$ cat src/bmx_pkg.sv
// Shared types and constants for the byte move execution block
package bmx_pkg;

    localparam int NUM_REGS   = 8;
    localparam int REG_WIDTH  = 32;
    localparam int ADDR_WIDTH = 32;

    // Condition code bit positions
    localparam int CC_I  = 7;
    localparam int CC_UI = 6;
    localparam int CC_N  = 3;
    localparam int CC_Z  = 2;
    localparam int CC_V  = 1;
    localparam int CC_C  = 0;
    localparam logic [7:0] CCR_RESET = 8'h80;

    // Half and byte views of a general register
    typedef enum logic [1:0] {
        VIEW_LOW_WORD  = 2'h0,
        VIEW_UPPER_EXT = 2'h1,
        VIEW_HIGH_BYTE = 2'h2,
        VIEW_LOW_BYTE  = 2'h3
    } bmx_view_e;

    typedef enum logic [3:0] {
        MV_IMM      = 4'h0,
        MV_REG      = 4'h1,
        LD_IND      = 4'h2,
        LD_D16      = 4'h3,
        LD_D24      = 4'h4,
        LD_POSTINC  = 4'h5,
        LD_ABS8     = 4'h6,
        LD_ABS16    = 4'h7,
        LD_ABS24    = 4'h8,
        ST_IND      = 4'h9,
        ST_D16      = 4'hA,
        ST_D24      = 4'hB,
        ST_PREDEC   = 4'hC,
        ST_ABS8     = 4'hD,
        ST_ABS16    = 4'hE,
        ST_ABS24    = 4'hF
    } bmx_mode_e;

    // Byte register select: bit 3 high selects the low byte
    typedef struct packed {
        bmx_mode_e   mode;
        logic [3:0]  dstByte;
        logic [3:0]  srcByte;
        logic [2:0]  addrReg;
        logic [23:0] operand;
    } bmx_op_s;

    typedef enum logic [1:0] {
        ST_IDLE   = 2'b00,
        ST_RUN    = 2'b01,
        ST_ACCESS = 2'b11,
        ST_FINISH = 2'b10
    } bmx_state_e;

    localparam logic [3:0] STATES_2  = 4'h2;
    localparam logic [3:0] STATES_4  = 4'h4;
    localparam logic [3:0] STATES_6  = 4'h6;
    localparam logic [3:0] STATES_8  = 4'h8;
    localparam logic [3:0] STATES_10 = 4'hA;
    localparam logic [3:0] LEN_2     = 4'h2;
    localparam logic [3:0] LEN_4     = 4'h4;
    localparam logic [3:0] LEN_6     = 4'h6;
    localparam logic [3:0] LEN_8     = 4'h8;
    localparam logic [3:0] ACCESS_CNT = 4'h2;
    localparam logic [3:0] FINISH_CNT = 4'h1;
    localparam logic [23:0] ABS8_PAGE = 24'hFFFFFF;

endpackage

$ cat src/bmx_reg_file.sv
// General register file with word, extension and byte views
`timescale 1ns/1ps
module bmx_reg_file #(
    parameter int NREGS = 8
) (
    input  wire logic                   clock,
    input  wire logic                   rst,
    input  wire logic [3:0]             byteRdSel,
    output logic [7:0]                  byteRdData,
    input  wire logic [2:0]             addrRdSel,
    output logic [31:0]                 addrRdData,
    input  wire logic                   byteWrEn,
    input  wire logic [3:0]             byteWrSel,
    input  wire logic [7:0]             byteWrData,
    input  wire logic                   longWrEn,
    input  wire logic [2:0]             longWrSel,
    input  wire logic [31:0]            longWrData,
    input  wire logic [2:0]             viewSel,
    input  wire bmx_pkg::bmx_view_e     viewKind,
    output logic [15:0]                 viewData
);

    // Select fields are three bits wide, so only eight registers can be reached
    if (NREGS != 8) begin : g_nregs_check
        $error("bmx_reg_file supports exactly eight registers");
    end

    logic [31:0] regs_reg  [NREGS];
    logic [31:0] regs_next [NREGS];

    function automatic logic [7:0] pick_byte(input logic [31:0] r, input logic low);
        pick_byte = low ? r[7:0] : r[15:8];
    endfunction

    // Eight 32-bit registers, halves and bytes
    always_comb begin
        for (int i = 0; i < NREGS; i++) begin
            regs_next[i] = regs_reg[i];
        end
        if (longWrEn) begin
            regs_next[longWrSel] = longWrData;
        end
        if (byteWrEn) begin
            if (byteWrSel[3]) begin
                regs_next[byteWrSel[2:0]][7:0] = byteWrData;
            end else begin
                regs_next[byteWrSel[2:0]][15:8] = byteWrData;
            end
        end
        byteRdData = pick_byte(regs_reg[byteRdSel[2:0]], byteRdSel[3]);
        addrRdData = regs_reg[addrRdSel];
        case (viewKind)
            bmx_pkg::VIEW_LOW_WORD:  viewData = regs_reg[viewSel][15:0];
            bmx_pkg::VIEW_UPPER_EXT: viewData = regs_reg[viewSel][31:16];
            bmx_pkg::VIEW_HIGH_BYTE: viewData = {8'h00, pick_byte(regs_reg[viewSel], 1'b0)};
            default:                 viewData = {8'h00, pick_byte(regs_reg[viewSel], 1'b1)};
        endcase
    end

    always_ff @(posedge clock) begin
        for (int i = 0; i < NREGS; i++) begin
            regs_reg[i] <= rst ? 32'h0000_0000 : regs_next[i];
        end
    end

endmodule

$ cat src/bmx_byte_move.sv
// Byte move decode and execute sequencer with flag update
`timescale 1ns/1ps
module bmx_byte_move (
    input  wire logic                clock,
    input  wire logic                rst,
    input  wire logic                opValid,
    input  wire bmx_pkg::bmx_op_s    opIn,
    output logic                     issueReady,
    output logic                     memReq,
    output logic                     memWrite,
    output logic [31:0]              memAddr,
    output logic [7:0]               memWdata,
    input  wire logic                memAck,
    input  wire logic [7:0]          memRdata,
    output logic [7:0]               condition_code_reg,
    output logic                     done,
    output logic [3:0]               instLen,
    input  wire logic [2:0]          viewSel,
    input  wire bmx_pkg::bmx_view_e  viewKind,
    output logic [15:0]              viewData
);

    function automatic logic [3:0] state_count(input bmx_pkg::bmx_mode_e m);
        case (m)
            bmx_pkg::MV_IMM, bmx_pkg::MV_REG:                  state_count = bmx_pkg::STATES_2;
            bmx_pkg::LD_IND, bmx_pkg::ST_IND, bmx_pkg::LD_ABS8,
            bmx_pkg::ST_ABS8:                                  state_count = bmx_pkg::STATES_4;
            bmx_pkg::LD_D24, bmx_pkg::ST_D24:                  state_count = bmx_pkg::STATES_10;
            bmx_pkg::LD_ABS24, bmx_pkg::ST_ABS24:              state_count = bmx_pkg::STATES_8;
            default:                                           state_count = bmx_pkg::STATES_6;
        endcase
    endfunction

    function automatic logic [3:0] inst_length(input bmx_pkg::bmx_mode_e m);
        case (m)
            bmx_pkg::LD_D16, bmx_pkg::ST_D16, bmx_pkg::LD_ABS16,
            bmx_pkg::ST_ABS16:                                 inst_length = bmx_pkg::LEN_4;
            bmx_pkg::LD_D24, bmx_pkg::ST_D24:                  inst_length = bmx_pkg::LEN_8;
            bmx_pkg::LD_ABS24, bmx_pkg::ST_ABS24:              inst_length = bmx_pkg::LEN_6;
            default:                                           inst_length = bmx_pkg::LEN_2;
        endcase
    endfunction

    function automatic logic is_store(input bmx_pkg::bmx_mode_e m);
        is_store = (m >= bmx_pkg::ST_IND);
    endfunction

    function automatic logic uses_mem(input bmx_pkg::bmx_mode_e m);
        uses_mem = (m != bmx_pkg::MV_IMM) && (m != bmx_pkg::MV_REG);
    endfunction

    bmx_pkg::bmx_state_e state_reg, state_next;
    bmx_pkg::bmx_op_s    op_reg, op_next;
    logic [3:0]          cnt_reg, cnt_next;
    logic [31:0]         ea_reg, ea_next;
    logic [7:0]          data_reg, data_next;
    logic [7:0]          ccr_reg, ccr_next;
    logic                memReq_reg, memReq_next;
    logic                memWrite_reg, memWrite_next;
    logic                done_reg, done_next;
    logic                ready_reg, ready_next;
    logic [3:0]          len_reg, len_next;
    logic [15:0]         view_reg;

    logic [7:0]          srcByte;
    logic [31:0]         baseAddr;
    logic                byteWrEn;
    logic                longWrEn;
    logic [31:0]         longWrData;
    logic [15:0]         viewComb;
    logic                accepted;

    assign accepted = opValid && ready_reg;

    // Source byte and address register are read straight from the issued op
    bmx_reg_file #(
        .NREGS (bmx_pkg::NUM_REGS)
    ) u_regs (
        .clock      (clock),
        .rst        (rst),
        .byteRdSel  (opIn.srcByte),
        .byteRdData (srcByte),
        .addrRdSel  (opIn.addrReg),
        .addrRdData (baseAddr),
        .byteWrEn   (byteWrEn),
        .byteWrSel  (op_reg.dstByte),
        .byteWrData (data_reg),
        .longWrEn   (longWrEn),
        .longWrSel  (op_reg.addrReg),
        .longWrData (longWrData),
        .viewSel    (viewSel),
        .viewKind   (viewKind),
        .viewData   (viewComb)
    );

    // Effective address and operand capture at issue
    always_comb begin
        case (opIn.mode)
            bmx_pkg::LD_D16, bmx_pkg::ST_D16:
                ea_next = baseAddr + {{16{opIn.operand[15]}}, opIn.operand[15:0]};
            bmx_pkg::LD_D24, bmx_pkg::ST_D24:
                ea_next = baseAddr + {{8{opIn.operand[23]}}, opIn.operand};
            bmx_pkg::ST_PREDEC:
                ea_next = baseAddr - 32'h0000_0001;
            bmx_pkg::LD_ABS8, bmx_pkg::ST_ABS8:
                ea_next = {bmx_pkg::ABS8_PAGE, opIn.operand[7:0]};
            bmx_pkg::LD_ABS16, bmx_pkg::ST_ABS16:
                ea_next = {{16{opIn.operand[15]}}, opIn.operand[15:0]};
            bmx_pkg::LD_ABS24, bmx_pkg::ST_ABS24:
                ea_next = {8'h00, opIn.operand};
            default:
                ea_next = baseAddr;
        endcase
        if (!accepted) begin
            ea_next = ea_reg;
        end
    end

    // Sequencer: counts states, holds in the access state while memory waits
    always_comb begin
        state_next    = state_reg;
        op_next       = op_reg;
        cnt_next      = cnt_reg;
        data_next     = data_reg;
        ccr_next      = ccr_reg;
        done_next     = 1'b0;
        len_next      = len_reg;
        byteWrEn      = 1'b0;
        longWrEn      = 1'b0;
        longWrData    = ea_reg;
        case (state_reg)
            bmx_pkg::ST_IDLE: begin
                if (accepted) begin
                    op_next   = opIn;
                    cnt_next  = state_count(opIn.mode) - 4'h1;
                    data_next = (opIn.mode == bmx_pkg::MV_IMM) ? opIn.operand[7:0] : srcByte;
                    if (!uses_mem(opIn.mode) && cnt_next == bmx_pkg::FINISH_CNT) begin
                        state_next = bmx_pkg::ST_FINISH;
                    end else begin
                        state_next = bmx_pkg::ST_RUN;
                    end
                end
            end
            bmx_pkg::ST_RUN: begin
                cnt_next = cnt_reg - 4'h1;
                if (cnt_next == bmx_pkg::ACCESS_CNT && uses_mem(op_reg.mode)) begin
                    state_next = bmx_pkg::ST_ACCESS;
                end else if (cnt_next == bmx_pkg::FINISH_CNT) begin
                    state_next = bmx_pkg::ST_FINISH;
                end
            end
            bmx_pkg::ST_ACCESS: begin
                if (memAck) begin
                    cnt_next   = bmx_pkg::FINISH_CNT;
                    state_next = bmx_pkg::ST_FINISH;
                    if (!is_store(op_reg.mode)) begin
                        data_next = memRdata;
                    end
                    if (op_reg.mode == bmx_pkg::LD_POSTINC) begin
                        longWrEn   = 1'b1;
                        longWrData = ea_reg + 32'h0000_0001;
                    end
                    if (op_reg.mode == bmx_pkg::ST_PREDEC) begin
                        longWrEn = 1'b1;
                    end
                end
            end
            default: begin
                byteWrEn          = !is_store(op_reg.mode);
                ccr_next[bmx_pkg::CC_N] = data_reg[7];
                ccr_next[bmx_pkg::CC_Z] = (data_reg == 8'h00);
                ccr_next[bmx_pkg::CC_V] = 1'b0;
                done_next         = 1'b1;
                len_next          = inst_length(op_reg.mode);
                cnt_next          = 4'h0;
                state_next        = bmx_pkg::ST_IDLE;
            end
        endcase
        // Carry and mask bits are never written above
        ready_next    = (state_next == bmx_pkg::ST_IDLE);
        memReq_next   = (state_next == bmx_pkg::ST_ACCESS);
        memWrite_next = memReq_next && is_store(op_next.mode);
    end

    always_ff @(posedge clock) begin
        if (rst) begin
            state_reg    <= bmx_pkg::ST_IDLE;
            op_reg       <= '0;
            cnt_reg      <= 4'h0;
            ea_reg       <= 32'h0000_0000;
            data_reg     <= 8'h00;
            ccr_reg      <= bmx_pkg::CCR_RESET;
            memReq_reg   <= 1'b0;
            memWrite_reg <= 1'b0;
            done_reg     <= 1'b0;
            ready_reg    <= 1'b0;
            len_reg      <= 4'h0;
            view_reg     <= 16'h0000;
        end else begin
            state_reg    <= state_next;
            op_reg       <= op_next;
            cnt_reg      <= cnt_next;
            ea_reg       <= ea_next;
            data_reg     <= data_next;
            ccr_reg      <= ccr_next;
            memReq_reg   <= memReq_next;
            memWrite_reg <= memWrite_next;
            done_reg     <= done_next;
            ready_reg    <= ready_next;
            len_reg      <= len_next;
            view_reg     <= viewComb;
        end
    end

    assign issueReady = ready_reg;
    assign memReq     = memReq_reg;
    assign memWrite   = memWrite_reg;
    assign memAddr    = ea_reg;
    // Store data stays stable through any wait states
    assign memWdata   = data_reg;
    assign condition_code_reg        = ccr_reg;
    assign done       = done_reg;
    assign instLen    = len_reg;
    assign viewData   = view_reg;

endmodule

$ cat config.mk
export PLATFORM = sky130hd
export DESIGN_NAME = bmx_byte_move
export DESIGN_NICKNAME = d
export VERILOG_FILES = /design/src/bmx_pkg.sv /design/src/bmx_reg_file.sv /design/src/bmx_byte_move.sv
export SDC_FILE = /design/constraint.sdc
export NUM_CORES = 1
export LEC_CHECK = 0
export ABC_AREA = 0
export BUFFER_PORTS_ARGS = -buffer_cell sky130_fd_sc_hd__buf_4
export CAP_MARGIN = 20
export CORE_MARGIN = 8
export CORE_UTILIZATION = 46
export DETAILED_ROUTE_END_ITERATION = 7
export GPL_ROUTABILITY_DRIVEN = 0
export HOLD_SLACK_MARGIN = 0.1
export PLACE_DENSITY = 0.61
export SLEW_MARGIN = 10
export SYNTH_ARGS = -nofsm -noshare
export SYNTH_HDL_FRONTEND = slang
export SYNTH_SLANG_ARGS = --single-unit
$ cat constraint.sdc
create_clock -name clock -period 9.8 [get_ports clock]
set_input_delay 0.98 -clock clock [delete_from_list [all_inputs] [get_ports clock]]
set_output_delay 0.98 -clock clock [all_outputs]
set_load 0.03 [all_outputs]
==> metrics.md <==
| Metric | Value |
|---|---|
| Htree depth | `2` |
| IO Count | `128` |
| Post-CTS setup buffer count | `0` |
| Vias | `21000` |
| Cells after Synth | `2592` |
| Final WS setup | `4730 ps` |
| Commonest non-fill, non-tap cell in the layout | `nor2_1` |
| Initial DRT Pass Iterations | `8` |
| # hold bufs at CTS | `0` |
| Final hold vios | `0` |
| Vias per cell | `6.52` |
| Fmax | `197 MHz` |
| Startpoint class of the critical path | `input pin` |
| Clk sinks | `338` |
| Max cap viols | `0` |
| Layout area overhead | `11.1%` |
| Die X | `235 microns` |
| Critical path capture point type | `flip-flop` |
| Final setup vio count | `0` |
| Reg2Reg Setup Slack | `5970 ps` |
| R2R cell count | `11` |
| Pre-CTS setup slack | `4210 ps` |
| HPWL after DPL | `52.6 mm` |
| RSZ-0062 raised after global routing | `false` |
| Clk slew on worst S/H paths | `70 ps` |
| # DRC | `0` |
| Core Region | `0.0474 sq mm` |
| PostCTS Resize Cnt | `0` |
| Crit-path max FO | `42` |
| Grt ovf | `0` |
| 1st-iter DRT viols | `2686` |
| Initial antenna violation count | `0` |
| Commonest cells after routing, fill and taps aside | `nor2_1, dfxtp_1, a21oi_1` |
| Final TNS setup | `0 ps` |
| Async set or reset register ratio after synthesis | `0%` |
| Ant diodes | `0` |
| Worst setup path category | `in2reg` |
| Slew headroom | `21.7%` |
| Worst Tran Pin Value | `1170 ps` |
| Post-Syn Area per Cell | `8.49 sq um` |
| Fin. max-slew vios | `0` |
| WL final | `80.7 mm` |
| DP Area | `0.0231 sq mm` |
| Die Ht | `235 microns` |
| Routed Antenna Nets | `0` |
| First-pass GRT wire length | `122 mm` |
| Worst r2r dst | `memAddr[21]` |
| Largest net degree at the start of global routing | `98` |
| CTS tree | `built` |
| Ys Warns | `0` |
| Post-synthesis cell area | `0.0220 sq mm` |
| Row count | `80` |
| Netlist cell types | `79` |
| CP arrival | `5540 ps` |
| Final Skew | `15.8 ps` |
| CTS Buf Count | `40` |
| Post-layout min period | `5070 ps` |
| WHS Path Cells | `2` |
| P_leak | `0.00896 uW` |
| Clock Tree Buf Depth | `3` |
| Worst-Skew Late Latency | `580 ps` |
| Drt wl/cell | `25.0 microns` |
| Synth Register Bits | `338` |
| Worst IR Drop VDD | `0.111 mV` |
| Final period util | `51.7%` |
| P per Cell Area | `138 mW/mm^2` |
| Root Driver | `clkbuf_16` |
| Register area share after synthesis | `30.7%` |
| Hold crit path type | `reg2reg` |
| Port buffer count | `120` |
| Layout cell share with drive strength beyond 1 | `19.1%` |
| Min-Delay Endpoint | `condition_code_reg[2]` |
| Status | `finished, final reports clean` |
| Final net count | `2685` |
| Required @ worst endpoint | `10270 ps` |
| Final Power | `3360 uW` |
| Starting Density | `46.4%` |
| Main synth FF type | `dfxtp_1` |
| Worst R2R Start | `u_regs.regs_reg[7][0]` |
| Min-delay src | `condition_code_reg[2]` |
| Final instance area | `0.0244 sq mm` |
| GRT Resource Usage Total | `28.1%` |
| Vias in the first global route | `19900` |
| Die area | `0.0551 sq mm` |
| EDFF count, synth | `0` |
[worst max-delay path by stage]
stage,endpoint,slack [ps],start,depth (start not counted)
2_1_floorplan,memAddr[28],5060,opIn[0],20
3_3_place_gp,memAddr[21],4280,opIn[24],13
3_5_place_dp,memAddr[21],4210,opIn[24],13
4_1_cts,memAddr[21],4810,opIn[24],13
5_1_grt,memAddr[27],4510,opIn[24],13
6_report,memAddr[21],4730,opIn[24],13
[power by group]
group / switching, uW / internal [uW]
combinational: 284 / 139
clock: 653 / 857
sequential: 36.1 / 1390
[cells by family after synthesis]
| logic type | after synthesis | synth area share, % |
|---|---|---|
| and+or+nand+nor | 1047 | 20.8 |
| AOI/OAI and AO/OA | 602 | 17.2 |
| DFF | 338 | 30.7 |
| buffers and inverters | 248 | 4.62 |
| muxes | 238 | 20.7 |
| xor gates and xnor gates | 69 | 3.16 |
| adders and majority gates | 48 | 2.76 |
| other | 2 | 0.0341 |
[worst max-delay path, cell delays in order]
cell and delay, ps:
buf_4 430, buf_4 810, mux4_2 600, mux2_2 350, ha_1 380, inv_1 120
o21bai_1 90, a22o_1 260, a311oi_1 660, o21ai_1 260, nand3_1 170, nor4_1 60
or3_1 360
[stage by stage]
| step | hold slack (ps) | cells | utilization [%] |
|---|---|---|---|
| 2_1_floorplan | 466 | 2597 | - |
| 3_3_place_gp | 446 | 3151 | 48.7 |
| 6_report | 456 | 3226 | 51.5 |
| 3_5_place_dp | 450 | 3152 | 48.8 |
| 5_1_grt | 481 | 3226 | 51.5 |
| 4_1_cts | 457 | 3224 | 51.5 |
[cell type report]
class	instances	area [sq um]
inverter	34	128
clock buffer	53	1110
clock inverter	19	185
multi-input combinational	2011	14300
timing repair buffer	156	1180
sequential	338	6770
fill	4382	23000
tap	615	769
[metal layers]
metal	up-vias	wire length (microns)	global-route usage (%)
met5	-	0	0
met4	0	3440	11.6
met3	224	8390	6.10
met2	1243	36400	44.3
met1	10100	32500	37.1
li1	9451	-	-
[cells in the mapped netlist (5+ instances only)]
cell type  count  area share [%]
dfxtp_1      338              31
mux2_2        48             2.5
xor2_2         6            0.44
nor4_1        18            0.51
o32ai_1       10            0.40
mux2i_1       21            0.96
nand3_1       28            0.64
nor2_1       544             9.3
o21ai_1        7            0.16
inv_1         33            0.56
nor2b_1       13            0.37
a211oi_1     113             3.9
a31oi_1        7            0.20
a311oi_1       8            0.32
nor2_2         7            0.20
buf_4         10            0.34
nand2_1      201             3.4
nand4_1       13            0.37
nand2b_1      12            0.34
o41ai_1       20            0.80
a21oi_1      231             5.3
nand3b_1       6            0.20
or2_2         13            0.37
o21a_1        10            0.34
clkbuf_1     155             2.6
a221o_1        5            0.23
mux4_2       169              17
ha_1          47             2.7
xnor2_2        6            0.44
and2_1        13            0.37
nor3_1       136             3.1
xnor2_1       30             1.2
or3_1          7            0.20
o22ai_1       39             1.1
o211ai_1       5            0.17
a221oi_1      17            0.68
o21ai_0       85             1.9
buf_1         16            0.27
and3_1        12            0.34
xor2_1        27             1.1
buf_2         32            0.73
a21o_1         9            0.31
Note: power is estimated with default switching activity, not from simulation.
